File: src/logic/wpc_pkg.sv
/*
 * wpc_pkg: constants, register map and state type of the path overhead
 * and performance counter block.
 * assumes: a 40 MHz main clock; the receive path runs on that clock.
 */
`default_nettype none

package wpc_pkg;

	// ----------------------------------------------------------------
	// clock and defect timing
	// ----------------------------------------------------------------
	localparam int CLK_HZ = 40000000;
	localparam int LOSS_SET_TIME_US = 3000;
	localparam int LOSS_CLR_TIME_US = 1000;
	localparam int LOSS_SET_CYC = (CLK_HZ / 1000000) * LOSS_SET_TIME_US;
	localparam int LOSS_CLR_CYC = (CLK_HZ / 1000000) * LOSS_CLR_TIME_US;

	// ----------------------------------------------------------------
	// register byte addresses
	// ----------------------------------------------------------------
	localparam logic [7:0] ADDR_TXOH = 8'h00;
	localparam logic [7:0] ADDR_CFG = 8'h04;
	localparam logic [7:0] ADDR_CTRL = 8'h08;
	localparam logic [7:0] ADDR_PERIOD = 8'h0C;
	localparam logic [7:0] ADDR_MASK = 8'h10;
	localparam logic [7:0] ADDR_STATUS = 8'h14;
	localparam logic [7:0] ADDR_STD = 8'h20;
	localparam logic [7:0] ADDR_STAT = 8'h48;
	localparam int NCNT = 5;

	// ----------------------------------------------------------------
	// field positions
	// ----------------------------------------------------------------
	localparam int CTRL_FORCE = 0;
	localparam int CTRL_EN = 1;
	localparam int CTRL_SRC = 2;
	localparam int MASK_DA = 0;
	localparam int MASK_DB = 1;
	localparam int MASK_SA = 2;
	localparam int MASK_SB = 3;
	localparam int ST_LAT = 0;
	localparam int ST_DPEND = 1;
	localparam int ST_SPEND = 2;
	localparam int ST_DEFECT = 3;

	// ----------------------------------------------------------------
	// reset values
	// ----------------------------------------------------------------
	localparam logic [23:0] TXOH_RST = 24'h000000;
	localparam logic [3:0] CFG_RST = 4'h0;
	localparam logic [31:0] PERIOD_RST = 32'h02625A00;

	typedef struct packed {
		logic [23:0] txoh;
		logic [3:0] cfg;
		logic en;
		logic src;
		logic force_p;
		logic [31:0] period;
		logic [3:0] mask;
		logic lat;
		logic dpend;
		logic spend;
		logic defect;
		logic [31:0] dcnt;
		logic lost_q;
		logic [31:0] tmr;
		logic [2:0] gsync;
		logic glvl;
		logic tick_q;
		logic [NCNT-1:0][31:0] std_live;
		logic [NCNT-1:0][31:0] std_hold;
		logic [NCNT-1:0][31:0] stat_live;
		logic [NCNT-1:0][31:0] stat_snap;
		logic [31:0] rdata;
		logic err;
	} wpc_state_s;

endpackage

`default_nettype wire

File: src/logic/wpc_top.sv
/*
 * wpc_top: path overhead insertion values, delineation loss tracking and
 * standard plus statistical error counters, behind an APB slave.
 * assumes: frame error inputs and the PCS alarm are on mclk_i; the tick
 * gpio is asynchronous.
 */
// Function
// transmit programmable Z3 and Z4 growth octets, zero by default.
// transmit programmable N1 data channel octet, zero by default.
// PCS delineation loss sets latched status and pending bit, maskable to two irqs.
// back-report delineation loss once lost continuously over 3 ms.
// after reset back-report loss until PCS delineates again.
// drop defect only after condition absent at least 1 ms.
// each error count has a standard and a statistical counter.
// reading upper standard half copies live count into both halves.
// reading lower standard half returns the half captured earlier.
// manager reads upper standard half before lower half.
// tick copies all statistical counters at once, then clears them.
// force bit makes a tick regardless of enable.
// internal source with enable gives periodic ticks from period count.
// gpio source with enable ticks on each gpio rising edge.
// every tick sets pending bit, maskable to two irqs.
// statistical counters saturate instead of wrapping.
// count B1, B2, B3, far path and far line errors at given rates.
// block bit low adds one per mismatched parity bit.
// block bit high adds one per frame with any mismatch.
// software polls often enough to avoid saturation.
// far path counter may also count in block mode.
// gpio is synchronised before edge detection, one tick per edge.
// force bit is a self-clearing pulse.
`timescale 1ns/1ps
`default_nettype none

module wpc_top #(
	parameter int SET_CYC = wpc_pkg::LOSS_SET_CYC,
	parameter int CLR_CYC = wpc_pkg::LOSS_CLR_CYC
) (
	// clock and reset
	input wire logic mclk_i,
	input wire logic rst_n_i,
	// apb slave
	input wire logic psel_i,
	input wire logic penable_i,
	input wire logic pwrite_i,
	input wire logic [7:0] paddr_i,
	input wire logic [31:0] pwdata_i,
	output logic [31:0] prdata_o,
	output logic pready_o,
	output logic pslverr_o,
	// receive frame errors
	input wire logic frame_valid_i,
	input wire logic [3:0] section_parity_mismatch_i,
	input wire logic [10:0] line_parity_mismatch_i,
	input wire logic [3:0] path_parity_mismatch_i,
	input wire logic [3:0] far_path_errors_i,
	input wire logic [10:0] far_line_errors_i,
	// pcs and gpio
	input wire logic pcs_delineation_lost_i,
	input wire logic snapshot_gpio_i,
	// transmit overhead and status
	output logic [7:0] tx_path_growth_octet_a_o,
	output logic [7:0] tx_path_growth_octet_b_o,
	output logic [7:0] tx_path_data_channel_octet_o,
	output logic path_delineation_loss_o,
	output logic perf_snapshot_tick_o,
	output logic wan_irq_out_a_o,
	output logic wan_irq_out_b_o
);

	// ----------------------------------------------------------------
	// reset release
	// ----------------------------------------------------------------
	logic [1:0] rst_sync_q;
	logic rst_n;

	always_ff @(posedge mclk_i or negedge rst_n_i) begin
		if (!rst_n_i) begin
			rst_sync_q <= 2'h0;
		end else begin
			rst_sync_q <= {rst_sync_q[0], 1'b1};
		end
	end
	assign rst_n = rst_sync_q[1];

	// ----------------------------------------------------------------
	// next state
	// ----------------------------------------------------------------
	wpc_pkg::wpc_state_s q, d;
	logic setup, acc, wr, rd_status, tick, itick, gedge, lost;
	logic [wpc_pkg::NCNT-1:0][10:0] err_in;
	logic [wpc_pkg::NCNT-1:0][31:0] add;
	logic [wpc_pkg::NCNT-1:0] blk;
	logic [32:0] sum;
	logic [7:0] off;
	logic [2:0] idx;

	always_comb begin
		d = q;
		setup = psel_i & ~penable_i;
		acc = psel_i & penable_i;
		wr = acc & pwrite_i;
		rd_status = acc & ~pwrite_i & (paddr_i == wpc_pkg::ADDR_STATUS);
		off = 8'h0;
		idx = 3'h0;
		d.force_p = 1'b0;
		if (wr) begin
			case (paddr_i)
				wpc_pkg::ADDR_TXOH: d.txoh = pwdata_i[23:0];
				wpc_pkg::ADDR_CFG: d.cfg = pwdata_i[3:0];
				wpc_pkg::ADDR_CTRL: begin
					d.force_p = pwdata_i[wpc_pkg::CTRL_FORCE];
					d.en = pwdata_i[wpc_pkg::CTRL_EN];
					d.src = pwdata_i[wpc_pkg::CTRL_SRC];
				end
				wpc_pkg::ADDR_PERIOD: d.period = pwdata_i;
				wpc_pkg::ADDR_MASK: d.mask = pwdata_i[3:0];
				default: ;
			endcase
		end

		// gpio: three stages, a change counts when the last two agree
		d.gsync = {q.gsync[1:0], snapshot_gpio_i};
		gedge = 1'b0;
		if (q.gsync[2] == q.gsync[1]) begin
			d.glvl = q.gsync[2];
			gedge = q.gsync[2] & ~q.glvl;
		end

		// periodic timer
		itick = 1'b0;
		if (q.en & q.src) begin
			if (q.tmr + 32'h1 >= q.period) begin
				itick = 1'b1;
				d.tmr = 32'h0;
			end else begin
				d.tmr = q.tmr + 32'h1;
			end
		end else begin
			d.tmr = 32'h0;
		end
		tick = q.force_p | itick | (q.en & ~q.src & gedge);
		d.tick_q = tick;

		// per-frame increments
		err_in[0] = {7'h0, section_parity_mismatch_i};
		err_in[1] = line_parity_mismatch_i;
		err_in[2] = {7'h0, path_parity_mismatch_i};
		err_in[3] = {7'h0, far_path_errors_i};
		err_in[4] = far_line_errors_i;
		blk = {1'b0, q.cfg};
		for (int i = 0; i < wpc_pkg::NCNT; i++) begin
			add[i] = 32'h0;
			if (frame_valid_i) begin
				if (blk[i]) begin
					add[i] = {31'h0, |err_in[i]};
				end else begin
					add[i] = {21'h0, err_in[i]};
				end
			end
			d.std_live[i] = q.std_live[i] + add[i];
			sum = {1'b0, q.stat_live[i]} + {1'b0, add[i]};
			if (tick) begin
				d.stat_snap[i] = q.stat_live[i];
				d.stat_live[i] = add[i];
			end else if (sum[32]) begin
				d.stat_live[i] = 32'hFFFFFFFF;
			end else begin
				d.stat_live[i] = sum[31:0];
			end
		end

		// delineation loss qualification
		lost = pcs_delineation_lost_i;
		d.lost_q = lost;
		if (lost == q.defect) begin
			d.dcnt = 32'h0;
		end else if (lost && q.dcnt == 32'(SET_CYC)) begin
			d.defect = 1'b1;
			d.dcnt = 32'h0;
		end else if (!lost && q.dcnt == 32'(CLR_CYC - 1)) begin
			d.defect = 1'b0;
			d.dcnt = 32'h0;
		end else begin
			d.dcnt = q.dcnt + 32'h1;
		end

		// sticky bits: only bits returned as one are cleared, sets win
		d.lat = (q.lat & ~(rd_status & q.rdata[wpc_pkg::ST_LAT])) | lost;
		d.dpend = (q.dpend & ~(rd_status & q.rdata[wpc_pkg::ST_DPEND])) | (lost & ~q.lost_q);
		d.spend = (q.spend & ~(rd_status & q.rdata[wpc_pkg::ST_SPEND])) | tick;

		// read data and latching happen in the setup cycle
		if (setup) begin
			d.rdata = 32'h0;
			d.err = 1'b0;
			off = 8'(paddr_i - wpc_pkg::ADDR_STD);
			idx = off[5:3];
			case (paddr_i)
				wpc_pkg::ADDR_TXOH: d.rdata = {8'h0, q.txoh};
				wpc_pkg::ADDR_CFG: d.rdata = {28'h0, q.cfg};
				wpc_pkg::ADDR_CTRL: d.rdata = {29'h0, q.src, q.en, 1'b0};
				wpc_pkg::ADDR_PERIOD: d.rdata = q.period;
				wpc_pkg::ADDR_MASK: d.rdata = {28'h0, q.mask};
				wpc_pkg::ADDR_STATUS: d.rdata = {28'h0, q.defect, q.spend, q.dpend, q.lat};
				default: begin
					if (paddr_i[1:0] != 2'h0) begin
						d.err = 1'b1;
					end else if (paddr_i >= wpc_pkg::ADDR_STD && paddr_i < wpc_pkg::ADDR_STAT) begin
						if (off[2]) begin
							d.rdata = {16'h0, q.std_hold[idx][15:0]};
						end else begin
							d.rdata = {16'h0, q.std_live[idx][31:16]};
							if (!pwrite_i) begin
								d.std_hold[idx] = q.std_live[idx];
							end
						end
					end else if (paddr_i >= wpc_pkg::ADDR_STAT &&
						paddr_i < 8'(wpc_pkg::ADDR_STAT + 8'(4 * wpc_pkg::NCNT))) begin
						off = 8'(paddr_i - wpc_pkg::ADDR_STAT);
						d.rdata = q.stat_snap[off[4:2]];
					end else begin
						d.err = 1'b1;
					end
				end
			endcase
		end
	end

	// ----------------------------------------------------------------
	// state register
	// ----------------------------------------------------------------
	always_ff @(posedge mclk_i or negedge rst_n) begin
		if (!rst_n) begin
			q <= '0;
			q.txoh <= wpc_pkg::TXOH_RST;
			q.cfg <= wpc_pkg::CFG_RST;
			q.period <= wpc_pkg::PERIOD_RST;
			q.defect <= 1'b1;
		end else begin
			q <= d;
		end
	end

	// ----------------------------------------------------------------
	// outputs
	// ----------------------------------------------------------------
	assign prdata_o = q.rdata;
	assign pready_o = psel_i & penable_i;
	assign pslverr_o = psel_i & penable_i & q.err;
	assign tx_path_growth_octet_a_o = q.txoh[7:0];
	assign tx_path_growth_octet_b_o = q.txoh[15:8];
	assign tx_path_data_channel_octet_o = q.txoh[23:16];
	assign path_delineation_loss_o = q.defect;
	assign perf_snapshot_tick_o = q.tick_q;
	assign wan_irq_out_a_o = (q.dpend & q.mask[wpc_pkg::MASK_DA]) | (q.spend & q.mask[wpc_pkg::MASK_SA]);
	assign wan_irq_out_b_o = (q.dpend & q.mask[wpc_pkg::MASK_DB]) | (q.spend & q.mask[wpc_pkg::MASK_SB]);
endmodule

`default_nettype wire

File: config.mk
export PLATFORM = sky130hd
export DESIGN_NAME = wpc_top
export DESIGN_NICKNAME = d
export VERILOG_FILES = /design/src/logic/wpc_pkg.sv /design/src/logic/wpc_top.sv
export SDC_FILE = /design/constraint.sdc
export NUM_CORES = 1
export LEC_CHECK = 0
export BUFFER_PORTS_ARGS = -buffer_cell sky130_fd_sc_hd__clkbuf_2
export CAP_MARGIN = 40
export CORE_ASPECT_RATIO = 1.5
export CORE_MARGIN = 4
export CORE_UTILIZATION = 60
export CTS_BUF_LIST = sky130_fd_sc_hd__clkbuf_2
export DETAILED_ROUTE_END_ITERATION = 8
export MAX_ROUTING_LAYER = met4
export PLACE_DENSITY = 0.76
export SETUP_SLACK_MARGIN = 0.1
export SYNTH_ARGS = -nofsm -noshare
export SYNTH_HDL_FRONTEND = slang
export SYNTH_SLANG_ARGS = --single-unit
File: constraint.sdc
create_clock -name mclk_i -period 35.8 [get_ports mclk_i]
set_input_delay 5.37 -clock mclk_i [delete_from_list [all_inputs] [get_ports mclk_i]]
set_output_delay 5.37 -clock mclk_i [all_outputs]
set_load 0.005 [all_outputs]
==> impl_metrics.xml, run 1 <==
<?xml version="1.0" encoding="UTF-8"?>
<metrics>
  <group name="floorplanning">
    <metric name="core_area" unit="sq um">62500</metric>
    <metric name="initial_utilization" unit="%">60.9</metric>
    <metric name="die_height" unit="microns">316</metric>
    <metric name="design.die.area" unit="sq um">67600</metric>
    <metric name="top_level_ports" unit="">144</metric>
    <metric name="core.rowCount" unit="">112</metric>
    <metric name="die_x" unit="microns">214</metric>
  </group>
  <group name="global_route">
    <metric name="grt_antenna_before_repair" unit="">4</metric>
    <metric name="grt_start_max_net_pins" unit="">198</metric>
    <metric name="gr-total-overflow" unit="">0</metric>
    <metric name="globalRouteTotalUtil" unit="%">30.3</metric>
    <metric name="grt_pass1_vias" unit="">29224</metric>
    <metric name="global_route_wire_length_before_repair" unit="microns">156000</metric>
  </group>
  <group name="layout">
    <metric name="layout.nets" unit="">4022</metric>
    <metric name="syn_to_final_growth" unit="%">7.59</metric>
    <metric name="fraction_of_layout_cells_with_a_size_suffix_above_1" unit="%">16.5</metric>
    <metric name="filler_cell_count" unit="">5038</metric>
  </group>
  <group name="worst_setup_path">
    <metric name="crit_path_cell_trace" unit="">clkbuf_2 -&gt; nand2_1 -&gt; inv_1 -&gt; clkbuf_2</metric>
    <metric name="slowest_delay" unit="ps">120</metric>
    <metric name="timing_worst_setup_path_type" unit="">primary input to output port</metric>
    <metric name="cp.required" unit="ps">30430</metric>
    <metric name="cp-end-kind" unit="">output port</metric>
    <metric name="critical_path.n_buffers_inverters" unit="">3</metric>
    <metric name="timing.critical_path.fanout_max" unit="">3</metric>
    <metric name="critPathSlowestCell" unit="">clkbuf_2</metric>
    <metric name="critPathLaunchType" unit="">primary input</metric>
    <metric name="critPathTopFamily" unit="">buffers and inverters</metric>
    <metric name="timing.critical_path.arrival" unit="ps">5810</metric>
    <metric name="regToRegSetupSlack" unit="ps">29920</metric>
    <metric name="timing.critical_path.mode_cell" unit="">clkbuf_2</metric>
  </group>
  <group name="logic_synthesis">
    <metric name="post_synth_instance_area" unit="sq um">38000</metric>
    <metric name="synth_simple_gate_area_share" unit="%">14.0</metric>
    <metric name="postSynthRegisterBits" unit="">736</metric>
    <metric name="synth-compound-area-share" unit="%">12.1</metric>
    <metric name="synth_edf_count" unit="">0</metric>
    <metric name="seq_area_frac_synth" unit="%">48.4</metric>
    <metric name="synth_adder_area_share" unit="%">3.97</metric>
    <metric name="synth.net_count" unit="">3869</metric>
    <metric name="dominant_combinational_cell_family_by_area_after_synthesis" unit="">simple AND/OR/NAND/NOR gates</metric>
    <metric name="post_synth_xor_area_fraction" unit="%">7.18</metric>
    <metric name="cell_count_after_synthesis" unit="">3673</metric>
    <metric name="ys_async_sr_fraction" unit="%">100</metric>
    <metric name="postSynth.topFlopCell" unit="">dfrtp_1</metric>
    <metric name="synth_mux_area_share" unit="%">9.90</metric>
    <metric name="synthesis.area_per_instance" unit="sq um">10.4</metric>
    <metric name="ys_warn_count" unit="">0</metric>
    <metric name="synth.distinct_cells" unit="">74</metric>
  </group>
  <group name="sta">
    <metric name="timing.final.crit_period" unit="ps">11180</metric>
    <metric name="max-slew-margin-rel" unit="%">27.2</metric>
    <metric name="finalClockSkew" unit="ps">146</metric>
    <metric name="worstMarginPinSlew" unit="ps">1090</metric>
    <metric name="worst_case_setup_margin_in_the_final_layout" unit="ps">24620</metric>
    <metric name="grt_setup_unrepaired" unit="">false</metric>
    <metric name="max_freq" unit="MHz">89.4</metric>
    <metric name="sum_neg_setup_slack" unit="ps">0</metric>
    <metric name="setup_viol" unit="">0</metric>
    <metric name="final_min_period_over_clock_period" unit="%">31.2</metric>
    <metric name="slew_viol_final" unit="">0</metric>
    <metric name="timing.final.hold_violations" unit="">0</metric>
  </group>
  <group name="routing">
    <metric name="routed_wire_length" unit="microns">98800</metric>
    <metric name="drcViolationCount" unit="">0</metric>
    <metric name="drt_first_pass_iters" unit="">6</metric>
    <metric name="wire_per_inst" unit="microns">20.7</metric>
    <metric name="drt-initial-drc-count" unit="">2669</metric>
    <metric name="detail_route.vias_per_cell" unit="">6.08</metric>
    <metric name="drt.antenna.violating_nets" unit="">0</metric>
    <metric name="detailroute.via_count" unit="">29004</metric>
  </group>
  <group name="clocking">
    <metric name="postCtsSetupRepairBufs" unit="">0</metric>
    <metric name="clock_root_buffer" unit="">clkbuf_2</metric>
    <metric name="clk-insertion-delay-late" unit="ps">1410</metric>
    <metric name="tritoncts_clock_tree" unit="">done</metric>
    <metric name="clk_pin_slew" unit="ps">110</metric>
    <metric name="post_cts_hold_buffer_count" unit="">0</metric>
    <metric name="cts.path.max_buffers" unit="">3</metric>
    <metric name="tritoncts.num_buffers" unit="">173</metric>
    <metric name="cts_h_tree_depth" unit="">4</metric>
    <metric name="cts_sink_cnt" unit="">736</metric>
    <metric name="post_cts_resize_count" unit="">0</metric>
  </group>
  <group name="placement">
    <metric name="preCtsSetupSlack" unit="ps">24610</metric>
    <metric name="io_buffers" unit="">143</metric>
    <metric name="routabilityCongestion" unit="">0.908</metric>
    <metric name="dpl.hpwl" unit="microns">70700</metric>
  </group>
  <group name="run">
    <metric name="maxCapViolations" unit="">0</metric>
  </group>
  <group name="power_and_ir_drop">
    <metric name="peakVddDrop" unit="V">0.0000316</metric>
    <metric name="leakagePower" unit="nW">19.6</metric>
    <metric name="power_per_cell_area" unit="nW/um^2">46.5</metric>
  </group>
  <group name="run_status">
    <metric name="status" unit="">finished clean</metric>
  </group>
  <group name="worst_hold_path">
    <metric name="min_path_type" unit="">flop to async pin</metric>
  </group>
</metrics>
==> report_power, final <==
group	switching, W	internal [W]
registers	0.0000718	0.000906
clock network	0.000339	0.000217
logic	0.000212	0.000157
==> cell usage after synthesis, drive strengths merged, types with 18 or more instances <==
library cell / n / area [sq um]
a211oi: 29 / 228
a21oi: 278 / 1390
a222oi: 24 / 240
a22oi: 53 / 398
a31oi: 18 / 113
and2: 40 / 250
and3: 60 / 375
and4: 25 / 219
buf: 147 / 897
clkbuf: 80 / 300
dfrtp: 727 / 18200
ha: 104 / 1300
inv: 132 / 495
mux2: 229 / 2580
mux2i: 51 / 510
mux4: 30 / 676
nand2: 272 / 1020
nand2b: 23 / 144
nand3: 117 / 586
nand4: 70 / 438
nor2: 322 / 1210
nor2b: 65 / 407
nor3: 55 / 307
o21ai: 171 / 856
o22ai: 34 / 213
xnor2: 191 / 1670
xor2: 121 / 1060
==> state kept, by name, indices dropped and copies added, names as in the netlist, 2 cells and up <==
name and cells:
rst_sync_q 2, d 2, blk 4, prdata_o 32, tx_path_growth_octet_b_o 8, q 670
tx_path_data_channel_octet_o 8, tx_path_growth_octet_a_o 8
==> layout make-up <==
type                    count  area (sq um)  area share (%)
inverters                 132           495            1.21
flip-flops and latches    736         18400            45.0
well taps                 798           998            2.44
diodes                      7          17.5          0.0428
clock inverters            50           290           0.709
repair buffers            205          1400            3.41
clock buffers             263          1320            3.22
multi-input cells        2578         18000            43.9
==> logic make-up (layout without fill, tap and decap cells) <==
kind of cell | Yosys count | after routing
compound gates | 744 | 744
xor+xnor | 312 | 312
fa+ha+maj | 115 | 115
buf+inv | 359 | 650
flops | 736 | 736
mux | 310 | 310
other cells | 1 | 8
simple gates | 1096 | 1096
==> worst reg2reg max path, cell delays in order, from the launching register on <==
cell and delay [ps]:
dfrtp_1 420, nand3_1 150, or3_1 370, nor2_1 340, nand4_1 390, nor2_1 230, xor2_1 110, ha_1 310
nand4_1 160, nor3_1 350, nand2_1 90, o21ai_1 220, a2111oi_2 130, o41ai_4 310, buf_4 320, buf_4 210
buf_16 300, buf_4 590, buf_12 310, mux2_1 400
==> final timing paths <==
kind	startpoint	endpoint	depth (start not counted)
max	penable_i	pready_o	4
max in group asynchronous	rst_n_i	rst_sync_q[0]$_DFF_PN0_	1
max reg2reg	q[683]$_DFF_PN0_	q[194]$_DFF_PN0_	19
min	rst_sync_q[1]$_DFF_PN0_	q[551]$_DFF_PN0_	0
min reg2reg	rst_sync_q[1]$_DFF_PN0_	q[551]$_DFF_PN0_	0
min in group mclk_i	rst_sync_q[0]$_DFF_PN0_	rst_sync_q[1]$_DFF_PN0_	0
==> per-layer routing <==
layer  share of wire [%]  global-route usage [%]  vias to the layer above
met3                 5.6                    6.00                      305
met1                  38                    35.1                    14330
met5                   0                       -                        -
li1                    -                       -                    13390
met4                 6.3                    17.1                        0
met2                  50                    49.4                      979
==> placed cells by master, fill, tap and decap left out, types with 24 or more instances in the layout <==
master	instances
a211oi_1	27
a21oi_1	278
a222oi_1	24
a22oi_1	53
and2_1	40
and3_1	60
and4_1	25
buf_4	49
clkbuf_2	403
clkinv_1	34
dfrtp_1	726
ha_1	104
inv_1	131
mux2_1	130
mux2_2	99
mux2i_1	51
mux4_2	30
nand2_1	272
nand3_1	117
nand4_1	70
nor2_1	318
nor2b_1	63
nor3_1	48
o21ai_0	168
o22ai_1	34
xnor2_1	191
xor2_1	121
==> stage by stage <==
step	hold WS [ps]	total power [W]	cells	util, %	instance area, sq um
after floorplan	331	0.00125	3673	-	38000
after global placement	336	0.00134	4434	62.4	39000
after detailed placement	336	0.00136	4449	62.9	39300
after CTS	320	0.00192	4762	65.5	40900
after global routing	330	0.00201	4767	65.5	40900
final	294	0.00190	4769	65.5	40900
(Power assumes the default switching activity.)
==> run 2, diff against run 1 <==
==> constraint.sdc (replaced) <==
create_clock -name mclk_i -period 10.7 [get_ports mclk_i]
set_input_delay 1.605 -clock mclk_i [delete_from_list [all_inputs] [get_ports mclk_i]]
set_output_delay 1.605 -clock mclk_i [all_outputs]
set_load 0.005 [all_outputs]
==> run 2 against run 1 <==
Effect of this change:
- die area did not move
- register-to-register slack worse by 25000 ps
- critical path depth increased by 12
- flip-flop and latch count did not move
- final area fell by 0.39%
- sequential power grew to 3.4 times the previous value
- largest power group unchanged
==> impl_metrics.xml, run 2 (synthesis results as in run 1) <==
<?xml version="1.0" encoding="UTF-8"?>
<metrics>
  <group name="layout">
    <metric name="top_register" unit="">q</metric>
    <metric name="fraction_of_layout_cells_with_a_size_suffix_above_1" unit="%">16.0</metric>
    <metric name="most_common_cell_after_layout_fill_and_taps_aside" unit="">dfrtp_1</metric>
    <metric name="layout.nets" unit="">4018</metric>
    <metric name="syn_to_final_growth" unit="%">7.17</metric>
    <metric name="largest_register_ffs" unit="">670</metric>
    <metric name="postLayoutCellArea" unit="sq um">40800</metric>
    <metric name="filler_cell_count" unit="">5012</metric>
    <metric name="final_cell_mix" unit="">dfrtp_1 (726), clkbuf_2 (388), nor2_1 (318)</metric>
  </group>
  <group name="worst_hold_path">
    <metric name="hold_depth" unit="">0</metric>
    <metric name="holdCritStartpoint" unit="">rst_sync_q[0]$_DFF_PN0_</metric>
    <metric name="min_path_type" unit="">flop to flop</metric>
    <metric name="min_delay_worst_endpoint" unit="">rst_sync_q[1]$_DFF_PN0_</metric>
  </group>
  <group name="clocking">
    <metric name="cts_h_tree_depth" unit="">4</metric>
    <metric name="clk_pin_slew" unit="ps">120</metric>
    <metric name="cts.path.max_buffers" unit="">3</metric>
    <metric name="clk-insertion-delay-late" unit="ps">1420</metric>
    <metric name="tritoncts_clock_tree" unit="">done</metric>
    <metric name="post_cts_resize_count" unit="">0</metric>
    <metric name="postCtsSetupRepairBufs" unit="">0</metric>
    <metric name="tritoncts.num_buffers" unit="">174</metric>
    <metric name="cts_sink_cnt" unit="">736</metric>
    <metric name="clock_root_buffer" unit="">clkbuf_2</metric>
  </group>
  <group name="routing">
    <metric name="drt-initial-drc-count" unit="">2407</metric>
    <metric name="detail_route.vias_per_cell" unit="">6.05</metric>
    <metric name="drcViolationCount" unit="">0</metric>
    <metric name="drt.antenna.violating_nets" unit="">0</metric>
    <metric name="routed_wire_length" unit="microns">99200</metric>
    <metric name="wire_per_inst" unit="microns">20.8</metric>
    <metric name="detailroute.via_count" unit="">28793</metric>
    <metric name="drt_first_pass_iters" unit="">6</metric>
  </group>
  <group name="sta">
    <metric name="max-slew-margin-rel" unit="%">31.9</metric>
    <metric name="grt_setup_unrepaired" unit="">false</metric>
    <metric name="slew_viol_final" unit="">0</metric>
    <metric name="timing.final.hold_violations" unit="">0</metric>
    <metric name="sum_neg_setup_slack" unit="ps">0</metric>
    <metric name="worstMarginPinSlew" unit="ps">1020</metric>
    <metric name="finalClockSkew" unit="ps">127</metric>
    <metric name="max_freq" unit="MHz">179</metric>
    <metric name="final_min_period_over_clock_period" unit="%">52.2</metric>
    <metric name="timing.final.crit_period" unit="ps">5580</metric>
    <metric name="setup_viol" unit="">0</metric>
  </group>
  <group name="global_route">
    <metric name="gr-total-overflow" unit="">0</metric>
    <metric name="globalRouteTotalUtil" unit="%">30.3</metric>
    <metric name="grt_pass1_vias" unit="">28871</metric>
    <metric name="global_route_wire_length_before_repair" unit="microns">156000</metric>
    <metric name="grt_start_max_net_pins" unit="">184</metric>
    <metric name="grt_antenna_before_repair" unit="">4</metric>
  </group>
  <group name="worst_setup_path">
    <metric name="ff2ff_path_depth" unit="">16</metric>
    <metric name="crit_path_cell_trace" unit="">nand3_1 -&gt; or3_1 -&gt; nor2_1 -&gt; nand4_1 -&gt; nor2_1 -&gt; xor2_1 -&gt; ha_1 -&gt; nand4_1 -&gt; nor3_1 -&gt; nand2_1 -&gt; o21ai_1 -&gt; a2111oi_2 -&gt; o41ai_4 -&gt; buf_4 -&gt; buf_12 -&gt; mux2_1</metric>
    <metric name="timing.critical_path.fanout_max" unit="">183</metric>
    <metric name="regToRegSetupSlack" unit="ps">5120</metric>
    <metric name="rr_startpoint" unit="">q[683]$_DFF_PN0_</metric>
    <metric name="critPathLaunchType" unit="">flop</metric>
    <metric name="timing.critical_path.arrival" unit="ps">6760</metric>
    <metric name="worstSetupStartpoint" unit="">q[683]$_DFF_PN0_</metric>
    <metric name="critPathSlowestCell" unit="">buf_12</metric>
    <metric name="cp-end-kind" unit="">flop</metric>
    <metric name="critPathTopFamily" unit="">simple AND/OR/NAND/NOR gates</metric>
    <metric name="slowest_delay" unit="ps">690</metric>
    <metric name="worstReg2RegEnd" unit="">q[67]$_DFFE_PN0P_</metric>
    <metric name="critical_path.n_buffers_inverters" unit="">2</metric>
    <metric name="cp.required" unit="ps">11880</metric>
    <metric name="timing_worst_setup_path_type" unit="">flop to flop</metric>
  </group>
  <group name="floorplanning">
    <metric name="initial_utilization" unit="%">60.9</metric>
    <metric name="core.rowCount" unit="">112</metric>
    <metric name="die_x" unit="microns">214</metric>
    <metric name="die_height" unit="microns">316</metric>
    <metric name="core_area" unit="sq um">62500</metric>
    <metric name="design.die.area" unit="sq um">67600</metric>
    <metric name="top_level_ports" unit="">144</metric>
  </group>
  <group name="placement">
    <metric name="routabilityCongestion" unit="">0.928</metric>
    <metric name="dpl.hpwl" unit="microns">71700</metric>
    <metric name="io_buffers" unit="">143</metric>
    <metric name="dpl-instance-area" unit="sq um">39200</metric>
  </group>
  <group name="power_and_ir_drop">
    <metric name="peakVddDrop" unit="V">0.000105</metric>
    <metric name="power_per_cell_area" unit="nW/um^2">156</metric>
    <metric name="leakagePower" unit="nW">19.5</metric>
  </group>
  <group name="run">
    <metric name="maxCapViolations" unit="">0</metric>
  </group>
  <group name="run_status">
    <metric name="status" unit="">finished clean</metric>
  </group>
</metrics>
[run 2: cell type report]
cell class                      count  area (sq um)  share of cell area, %
Antenna cell                        5          12.5                 0.0307
Clock buffer                      248          1240                   3.04
Clock inverter                     64           338                  0.829
Inverter                          132           495                   1.22
Multi-Input combinational cell   2578         18000                   44.1
Sequential cell                   736         18400                   45.2
Tap cell                          798           998                   2.45
Timing Repair Buffer              200          1270                   3.11
[run 2: per-layer routing]
layer	part of all wire, %	up-vias	global-route usage (%)
li1	-	13342	-
met1	38	14227	35.2
met5	0	-	-
met2	50	925	49.1
met4	6.4	0	17.5
met3	5.5	299	6.03
[run 2: worst max path at each step]
stage,end,cells past startpoint,slack [ps]
3_3_place_gp,q[252]$_DFF_PN0_,11,4740
2_1_floorplan,blk[0]$_DFFE_PN0P_,0,3600
5_1_grt,q[74]$_DFFE_PN0P_,16,4720
4_1_cts,q[67]$_DFFE_PN0P_,16,5180
6_report,q[67]$_DFFE_PN0P_,16,5120
3_5_place_dp,q[252]$_DFF_PN0_,11,5000
[run 2: stage by stage]
stage / power, W / hold slack (ps) / util [%] / instances / setup slack, ps
CTS: 0.00639 / 203 / 65.2 / 4756 / 5180
finish: 0.00635 / 249 / 65.2 / 4761 / 5120
detailed placement: 0.00455 / 337 / 62.7 / 4443 / 5000
global placement: 0.00450 / 336 / 62.4 / 4430 / 4740
global route: 0.00671 / 203 / 65.2 / 4760 / 4720
floorplan: 0.00416 / 331 / - / 3673 / 3600
[run 2: timing repair]
action	CTS	global route
setup endpoints to repair	0	0
hold endpoints to repair	2	0
hold buffers	1	0
[run 2: power by group]
part / internal [W] / total [W] / switching [W]
sequential: 0.00303 / 0.00328 / 0.000253
combinational: 0.000522 / 0.00122 / 0.000703
clock: 0.000699 / 0.00185 / 0.00115
total: 0.00425 / 0.00635 / 0.00210
